$ cat src/pkg/cmx_pkg.sv
// Shared constants and carriers for the core memory cycle and indexing.
// Assumes one 20 MHz clock and an outside sequencer that supplies phases.
package cmx_pkg;

   // ************************************************************
   // Widths
   // ************************************************************
   localparam int W_ADDR = 14;
   localparam int W_WORD = 24;
   localparam int W_MBUF = 25;
   localparam int W_OP = 6;
   localparam int W_PT = 5;
   localparam int IDX_DELAY = 24;

   // ************************************************************
   // Pulse times, counted downward, final pulse after T0
   // ************************************************************
   localparam logic [4:0] PT_T24 = 5'h18;
   localparam logic [4:0] PT_T23 = 5'h17;
   localparam logic [4:0] PT_T21 = 5'h15;
   localparam logic [4:0] PT_T18 = 5'h12;
   localparam logic [4:0] PT_T15 = 5'h0f;
   localparam logic [4:0] PT_T14 = 5'h0e;
   localparam logic [4:0] PT_T12 = 5'h0c;
   localparam logic [4:0] PT_T11 = 5'h0b;
   localparam logic [4:0] PT_T10 = 5'h0a;
   localparam logic [4:0] PT_T9 = 5'h09;
   localparam logic [4:0] PT_T8 = 5'h08;
   localparam logic [4:0] PT_T7 = 5'h07;
   localparam logic [4:0] PT_T2 = 5'h02;
   localparam logic [4:0] PT_T0 = 5'h00;
   localparam logic [4:0] PT_FINAL = 5'h19;

   // ************************************************************
   // Instruction word fields (bit 0 is the sign, bit 23 the lsb)
   // ************************************************************
   localparam int C_INDEX_BIT = 1;
   localparam int C_PROG_OP_BIT = 2;
   localparam int C_OP_MSB = 3;
   localparam int C_INDIRECT_BIT = 9;

   // Operation codes
   localparam logic [5:0] OP_BRANCH = 6'h01;
   localparam logic [5:0] OP_INC_BRANCH = 6'h21;
   localparam logic [5:0] OP_BRANCH_MARK = 6'h23;
   localparam logic [5:0] OP_NORMALIZE = 6'h37;
   localparam logic [5:0] OP_LOAD_INDEX = 6'h39;
   localparam logic [5:0] OP_COPY_EA = 6'h3f;

   // Phases
   localparam logic [2:0] PH_ZERO = 3'h0;
   localparam logic [2:0] PH_ONE = 3'h1;
   localparam logic [2:0] PH_THREE = 3'h3;
   localparam logic [2:0] PH_SIX = 3'h6;

   // ************************************************************
   // Carriers
   // ************************************************************
   typedef struct packed {
      logic start;
      logic read_timing;
      logic write_timing;
      logic digit_timing;
      logic read_dir;
      logic write_dir;
   } cmx_mem_ctl_s;

   typedef struct packed {
      logic [W_PT-1:0] pt;
      logic gate;
      logic pend;
      logic cz;
      logic ix;
      logic ia;
      logic [W_MBUF-1:0] m;
      logic [W_WORD-1:0] c;
      logic [W_ADDR-1:0] s;
      logic [W_OP-1:0] op;
      cmx_mem_ctl_s ctl;
      logic pc_bit;
      logic pc_shift;
   } cmx_state_s;

endpackage

$ cat src/logic/cmx_mem_index.sv
// Core memory cycle timing, buffer and transfer words, address indexing.
// Assumes phases, run state and the program counter come from outside,
// and that the memory stack answers on the sense lines by T2.
// Summary of operation
// - Index tag adds low index bits
// - Index register recirculates unless blocked
// - Memory read starts at T7
// - Memory write spans T24 to T11
// - Address register cleared T10, loaded T9
// - T8 clears buffer, starts cycle
// - Start sets gate when power enabled
// - Read timing T7 through T0 gated
// - T2 strobe loads buffer from sense
// - Copy to transfer regenerates buffer
// - Final-time clear arms pending store
// - Write timing T18 to T12, overlapping
// - Digit timing T21 through T12 gated
// - Direction outputs reverse core current
// - Serial full adder, inverted sum
// - Phase zero shifts transfer through adder
// - Index flag selects index as augend
// - Add T23 to T10, branches feed counter
// - T9 copies rotated address to selection
// - T24 loads code unless indirect/operator
// - Indirect bit sets flag, holds phase
// - Indirect flag clears on plain word
module cmx_mem_index (
   input wire logic i_clk,
   input wire logic i_rst_n,
   input wire logic i_go,
   input wire logic [2:0] i_phase,
   input wire logic i_shift_op,
   input wire logic i_ts_second,
   input wire logic i_mem_power_enable,
   input wire logic i_store_new,
   input wire logic i_copy_to_xfer,
   input wire logic i_xfer_wr,
   input wire logic [cmx_pkg::W_WORD-1:0] i_xfer_data,
   input wire logic i_sel_pc,
   input wire logic [cmx_pkg::W_ADDR-1:0] i_pc,
   input wire logic [cmx_pkg::W_MBUF-1:0] i_sense_data,
   input wire logic i_norm_step,
   input wire logic i_index_new_bit,
   output cmx_pkg::cmx_mem_ctl_s o_mem_ctl,
   output logic [cmx_pkg::W_ADDR-1:0] o_mem_addr,
   output logic [cmx_pkg::W_MBUF-1:0] o_mem_buf,
   output logic [cmx_pkg::W_WORD-1:0] o_xfer,
   output logic [cmx_pkg::W_OP-1:0] o_op_code,
   output logic [cmx_pkg::W_PT-1:0] o_pulse_time,
   output logic o_index_active,
   output logic o_indirect,
   output logic o_phase_hold,
   output logic o_pending_store,
   output logic o_pc_bit,
   output logic o_pc_shift
);
   import cmx_pkg::*;

   cmx_state_s st;
   cmx_state_s next_st;
   logic x_now;
   logic x_block;
   logic ph0;
   logic skip;
   logic cyc_start;
   logic shift;
   logic add_win;
   logic branch;
   logic xz;
   logic yz;
   logic nsum;
   logic sum;
   logic carry;
   logic [W_ADDR-1:0] c_addr;

   // ************************************************************
   // Pulse time windows
   // ************************************************************
   function automatic logic in_win(input logic [4:0] pt,
                                   input logic [4:0] lo,
                                   input logic [4:0] hi);
      in_win = (pt >= lo) && (pt <= hi);
   endfunction

   // Q2 high marks the write half of the memory cycle
   function automatic logic q2_of(input logic [4:0] pt);
      q2_of = in_win(pt, PT_T11, PT_T24);
   endfunction

   // ************************************************************
   // Index register
   // ************************************************************
   // recirculation block terms
   assign x_block = (st.op == OP_LOAD_INDEX && i_phase == PH_SIX)
      || (ph0 && st.op == OP_INC_BRANCH && st.ia)
      || (i_phase == PH_THREE && st.op == OP_NORMALIZE && i_norm_step)
      || (ph0 && st.op == OP_COPY_EA && !st.ia && q2_of(st.pt));

   cmx_index_reg #(
      .LEN(IDX_DELAY)
   ) cmx_index_reg_inst (
      .i_clk(i_clk),
      .i_rst_n(i_rst_n),
      .i_block(x_block),
      .i_new_bit(i_index_new_bit),
      .o_now(x_now)
   );

   // ************************************************************
   // Decodes shared by the next-state logic
   // ************************************************************
   assign ph0 = (i_phase == PH_ZERO);
   // no cycle in shift phases one/three or interlace second
   assign skip = (i_shift_op && (i_phase == PH_ONE || i_phase == PH_THREE))
      || i_ts_second;
   assign cyc_start = (st.pt == PT_T8) && !skip;
   assign shift = ph0 && i_go && st.pt != PT_FINAL && st.pt != PT_T24;
   assign add_win = in_win(st.pt, PT_T10, PT_T23);
   assign branch = !st.ia && (st.op == OP_BRANCH || st.op == OP_INC_BRANCH
      || st.op == OP_BRANCH_MARK);

   // index only as augend when flagged, else zero
   assign xz = st.ix & x_now;
   // addend is the transfer word lsb
   assign yz = st.c[W_WORD-1];
   // inverted sum formed, true sum by negation
   assign nsum = ~(xz ^ yz ^ st.cz);
   assign sum = ~nsum;
   assign carry = (xz & yz) | (xz & st.cz) | (yz & st.cz);

   // after fourteen shifts the address sits in bits 0 to 13
   always_comb begin
      c_addr = '0;
      for (int i = 0; i < W_ADDR; i++) begin
         c_addr[W_ADDR-1-i] = st.c[i];
      end
   end

   // ************************************************************
   // Next state
   // ************************************************************
   always_comb begin
      next_st = st;

      if (st.pt == PT_FINAL) begin
         next_st.pt = PT_T24;
      end else if (st.pt == PT_T0) begin
         next_st.pt = PT_FINAL;
      end else begin
         next_st.pt = st.pt - 1'b1;
      end

      if (st.pt == PT_T10) begin
         next_st.s = '0;
      end else if (st.pt == PT_T9) begin
         // phase zero copy suppressed while a store is pending
         if (ph0) begin
            if (!st.pend) begin
               next_st.s = c_addr;
            end
         end else if (i_sel_pc) begin
            next_st.s = i_pc;
         end else begin
            next_st.s = st.c[W_ADDR-1:0];
         end
      end

      if (cyc_start) begin
         next_st.m = '0;
      end
      if (st.pt == PT_T2 && st.gate) begin
         next_st.m = i_sense_data;
      end
      // store clears buffer and arms the pending flag
      if (st.pt == PT_FINAL && i_store_new) begin
         next_st.m = '0;
         next_st.pend = 1'b1;
      end
      if (st.pt == PT_T24 && st.pend) begin
         next_st.m = {1'b0, st.c};
         next_st.pend = 1'b0;
      end

      // gate set on start, cleared at T11
      if (cyc_start && i_mem_power_enable) begin
         next_st.gate = 1'b1;
      end else if (st.pt == PT_T11) begin
         next_st.gate = 1'b0;
      end

      // buffer untouched, so it is written back
      if (st.pt == PT_FINAL && i_copy_to_xfer) begin
         next_st.c = st.m[W_WORD-1:0];
      end else if (i_xfer_wr) begin
         next_st.c = i_xfer_data;
      end

      next_st.pc_shift = 1'b0;
      next_st.pc_bit = 1'b0;
      if (shift) begin
         // branches keep the address and index into the counter
         if (add_win && !branch) begin
            next_st.c = {st.c[W_WORD-2:0], sum};
         end else begin
            next_st.c = {st.c[W_WORD-2:0], yz};
         end
         if (add_win) begin
            next_st.cz = carry;
            next_st.pc_shift = branch;
            next_st.pc_bit = branch & sum;
         end
      end
      if (ph0 && !st.ix) begin
         next_st.cz = 1'b0;
      end

      if (ph0 && i_go && st.pt == PT_T24) begin
         next_st.cz = 1'b0;
         // index flag from the tag bit
         if (st.c[C_INDEX_BIT]) begin
            next_st.ix = 1'b1;
         end
         // code copy unless indirect or program operator
         if (!st.ia && !st.c[C_PROG_OP_BIT]) begin
            for (int i = 0; i < W_OP; i++) begin
               next_st.op[W_OP-1-i] = st.c[C_OP_MSB+i];
            end
         end
         if (!st.ia && !st.c[C_PROG_OP_BIT] && st.c[C_INDIRECT_BIT]) begin
            next_st.ia = 1'b1;
         // clear only on a word without the indirect bit
         end else if (st.ia && !st.c[C_INDIRECT_BIT]) begin
            next_st.ia = 1'b0;
         end
      end
      // index flag ends with the phase
      if (st.pt == PT_FINAL) begin
         next_st.ix = 1'b0;
      end

      // Memory timing, decoded from the next state so outputs are flops
      next_st.ctl.start = cyc_start;
      next_st.ctl.read_timing = next_st.gate
         && in_win(next_st.pt, PT_T0, PT_T7);
      next_st.ctl.digit_timing = next_st.gate
         && in_win(next_st.pt, PT_T12, PT_T21);
      // two overlapping terms avoid a crossover spike
      next_st.ctl.write_timing = next_st.gate
         && (in_win(next_st.pt, PT_T12, PT_T15)
         || in_win(next_st.pt, PT_T14, PT_T18));
      next_st.ctl.read_dir = next_st.gate && !q2_of(next_st.pt);
      next_st.ctl.write_dir = next_st.gate && q2_of(next_st.pt)
         && (next_st.ctl.digit_timing || next_st.pt[0]);
   end

   // ************************************************************
   // State register
   // ************************************************************
   always_ff @(posedge i_clk or negedge i_rst_n) begin
      if (!i_rst_n) begin
         st <= '0;
         st.pt <= PT_T24;
      end else begin
         st <= next_st;
      end
   end

   // All outputs are fields of the state register
   assign o_mem_ctl = st.ctl;
   assign o_mem_addr = st.s;
   assign o_mem_buf = st.m;
   assign o_xfer = st.c;
   assign o_op_code = st.op;
   assign o_pulse_time = st.pt;
   assign o_index_active = st.ix;
   assign o_indirect = st.ia;
   assign o_phase_hold = st.ia;
   assign o_pending_store = st.pend;
   assign o_pc_bit = st.pc_bit;
   assign o_pc_shift = st.pc_shift;
endmodule

$ cat src/logic/cmx_index_reg.sv
// Recirculating index register: write stage, delay path, output stage.
// Assumes the caller blocks recirculation and supplies new bits itself.
module cmx_index_reg
   import cmx_pkg::*;
#(
   parameter int LEN = cmx_pkg::IDX_DELAY
) (
   input wire logic i_clk,
   input wire logic i_rst_n,
   input wire logic i_block,
   input wire logic i_new_bit,
   output logic o_now
);
   import cmx_pkg::*;

   typedef struct packed {
      logic wr;
      logic [LEN-1:0] dly;
      logic now;
   } cmx_xreg_s;

   cmx_xreg_s st;
   cmx_xreg_s next_st;

   // ************************************************************
   // Recirculation path
   // ************************************************************
   // recirculation unless blocked, when the new bit is written instead
   always_comb begin
      next_st = st;
      next_st.wr = i_block ? i_new_bit : st.now;
      next_st.dly = {st.dly[LEN-2:0], st.wr};
      next_st.now = st.dly[LEN-1];
   end

   // Write and output stages are never disabled
   always_ff @(posedge i_clk or negedge i_rst_n) begin
      if (!i_rst_n) begin
         st <= '0;
      end else begin
         st <= next_st;
      end
   end

   assign o_now = st.now;

endmodule

$ cat config.mk
export PLATFORM = sky130hd
export DESIGN_NAME = cmx_mem_index
export DESIGN_NICKNAME = d
export VERILOG_FILES = /design/src/pkg/cmx_pkg.sv /design/src/logic/cmx_mem_index.sv /design/src/logic/cmx_index_reg.sv
export SDC_FILE = /design/constraint.sdc
export NUM_CORES = 1
export LEC_CHECK = 0
export BUFFER_PORTS_ARGS = -buffer_cell sky130_fd_sc_hd__buf_2
export CAP_MARGIN = 5
export CORE_UTILIZATION = 35
export CTS_CLUSTER_DIAMETER = 120
export DETAILED_ROUTE_END_ITERATION = 6
export PLACE_DENSITY = 0.54
export SLEW_MARGIN = 20
export SYNTH_ARGS = -nofsm -noshare
export SYNTH_HDL_FRONTEND = slang
export SYNTH_SLANG_ARGS = --single-unit
$ cat constraint.sdc
create_clock -name i_clk -period 3.5 [get_ports i_clk]
set_clock_uncertainty 0.2 [all_clocks]
set_input_delay 0.35 -clock i_clk [delete_from_list [all_inputs] [get_ports i_clk]]
set_output_delay 0.35 -clock i_clk [all_outputs]
set_load 0.02 [all_outputs]
==> summary.txt <==
crit path time final: 2830 ps
Initial DRC Count: 371
Max VDD drop: 0.377 mV
met3 Use GR: 5.56%
gpl congestion: 0.828
period utilization: 80.8%
1st-pass router iterations: 4
CP peak stage delay: 610 ps
routed wire length: 16700 um
post-cts hold buffer count: 27
PD cells: 510 mW/mm^2
Worst setup startpoint: o_pulse_time[0]$_DFF_PN0_
Synth async-reset ratio: 100%
site row count: 47
Least-Margin Pin Slew: 924 ps
Achievable Freq: 353 MHz
min-delay worst type: input pin to flip-flop
Critical Path AT: 2920 ps
met2 Resource Use GR: 30.9%
max-cap viol count: 0
I/O Pins: 164
status: finished clean
sequential share of the synthesized area: 47.1%
Pleak: 3.56 nW
Area growth, synth to finish: 21.7%
#FFs+latches synth: 113
fill count: 1634
Slew headroom: 38.4%
Total Die Area: 0.0177 mm^2
GR Overflow Total: 0
crit path max fanout: 13
number of synthesized flops with an enable pin: 0
Worst Setup Start Kind: flip-flop
multi-input logic area: 0.00229 mm^2
unique cell type count in the Yosys netlist: 58
Warnings, synthesis: 0
required time of the critical path: 3590 ps
Post-CTS Repair Setup Buffers: 0
Min Hold Slack: 12.7 ps
CP Class: flip-flop to flip-flop
simple-gate area share of the yosys netlist: 11.7%
synth cell count leaders: dfrtp_1 (111), buf_4 (81), nor2_1 (57), o21ai_0 (54), a21oi_1 (43)
Initial Utilization: 36.1%
# clock sinks: 113
vias in the first global route: 4810
final core utilization: 43.9%
vias per cell: 5.02
clk root buf: clkbuf_16
critical path capture point type: flip-flop
CTS resizes: 0
final hold vios: 0
most used routing layer: met2
cts bufs inserted: 17
post-DP HPWL: 11600 um
mux contribution to synthesized area: 7.81%
Non-Filler Instances: 962
most common cell in the netlist: dfrtp_1
worst skew pair latency: 410 ps
initial antenna violation count: 0
via count: 4834
post-synth top area share: 46.3%
cell count after synthesis: 630
DRT antenna net count: 0
RSZ-0062 raised after global routing: false
clock buffer depth: 2
Wirelength per Cell: 17.4 um
post-synth net total: 714
Cell Area, Synth: 0.00601 mm^2
share of cells above drive strength 1: 29.6%
die extent in y: 133 um
Adder-Cell Fraction of Synth Area: 1.38%
Port Buffers: 163
first-pass GRT wire length: 26700 um
syn_area_per_cell: 9.53 um^2
ys flop type: dfrtp_1
fin nets: 813
dpl cells: 903
Synth Area in XOR/XNOR: 0.583%
Max Slew Vio Count: 0
crit path cell chain: inv_1 -> ha_1 -> nor2b_1 -> nand4_1 -> or4_1 -> mux2_2
TNS Setup: 0 ps
Area contributors post-synth: dfrtp_1 (46%), buf_4 (10%), mux2i_1 (6.5%), o21ai_0 (4.5%), a21oi_1 (3.6%)
M1 GR Usage: 26.5%
core area: 0.0166 mm^2
clk slew on worst S/H paths: 60 ps
FF+latch area: 0.00283 mm^2
Ant. Diodes: 0
hold path start: i_store_new
Slowest cell on crit path: or4_1
Synth area leader: dfrtp_1
die width: 133 um
GRT Resource Usage Total: 19.8%
largest family of logic cells by synthesized area: compound AO/OA/AOI/OAI gates
CTS tree: done
Setup-failing EPs final: 0
Residual DRC: 0
# H-tree levels: 4
compound-gate portion of the synthesized area: 16.5%
R2R Path Start: o_pulse_time[0]$_DFF_PN0_
largest net degree at the start of global routing: 70
-- stage by stage --
stage / power [mW] / instance area [um^2] / worst slack (ps)
final: 3.73 / 7310 / 671
after global routing: 3.89 / 7310 / 532
after CTS: 3.77 / 7310 / 708
after detailed placement: 1.99 / 6430 / 724
after global placement: 1.98 / 6430 / 816
after floorplan: 1.86 / 6010 / 1000
-- metal layers --
metal	vias to the layer above	routed length, um
met5	-	0
met4	0	218
met3	21	1040
met2	158	7740
met1	2359	7730
li1	2296	-
-- logic make-up after synthesis --
kind of cell,after synthesis
buf+inv,156
mux,46
xor+xnor,4
fa+ha+maj,6
flops,113
compound gates,160
simple gates,145
-- registers in the layout, summed over array words and instances (netlist names), 2 cells and up --
signal                      count
st                              2
o_mem_ctl                       6
o_pulse_time                    5
o_mem_addr                     14
o_mem_buf                      25
o_op_code                       6
cmx_index_reg_inst.next_st     25
o_xfer                         24
-- layout make-up --
cell class	instances	share of cell area, %
Multi-Input combinational cell	361	31.4
Inverter	38	1.95
Sequential cell	113	38.7
Clock inverter	8	1.39
Clock buffer	24	6.87
Tap cell	220	3.77
Timing Repair Buffer	198	15.9
-- critical path: cells and delay by family, from the launching register on --
family                     cells  cell delay, ps
adders and majority gates      1             290
muxes                          1             330
DFF                            1             510
and+or+nand+nor                3            1150
buffers and inverters          1             220
-- worst paths after layout --
path,slack [ps],end,depth (start not counted)
setup / recovery,670,o_op_code[3]$_DFFE_PN0P_,6
hold / removal,10,o_pending_store$_DFFE_PN0P_,3
setup reg to reg,670,o_op_code[3]$_DFFE_PN0P_,6
hold reg to reg,150,cmx_index_reg_inst.o_now$_DFF_PN0_,0
max in group asynchronous,1850,o_pulse_time[3]$_DFF_PN1_,3
min in group asynchronous,420,o_mem_buf[16]$_DFFE_PN0P_,2
-- power breakdown --
| part | switching [mW] | internal, mW |
|---|---|---|
| logic | 0.285 | 0.192 |
| clock network | 0.601 | 1.14 |
| registers | 0.114 | 1.39 |
-- layout by cell type (no fill, tap or decap), types with 3 or more instances in the layout --
cell | synthesis | routed
a211oi_1 | 7 | 7
a21oi_1 | 43 | 43
a22oi_1 | 25 | 25
and4b_1 | 3 | 3
buf_2 | 3 | 162
buf_4 | 81 | 8
clkbuf_16 | 0 | 17
clkbuf_8 | 0 | 5
clkinvlp_4 | 0 | 3
dfrtp_1 | 111 | 111
dlygate4sd3_1 | 0 | 27
ha_1 | 5 | 5
inv_1 | 38 | 38
mux2_2 | 7 | 7
mux2i_1 | 39 | 39
nand2_1 | 38 | 38
nand2b_1 | 5 | 5
nand3_1 | 12 | 12
nand4_1 | 3 | 3
nor2_1 | 57 | 56
nor3_1 | 8 | 6
o21ai_0 | 54 | 54
o31ai_1 | 10 | 10
xnor2_1 | 3 | 3
Note: power is estimated with default switching activity, not from simulation.
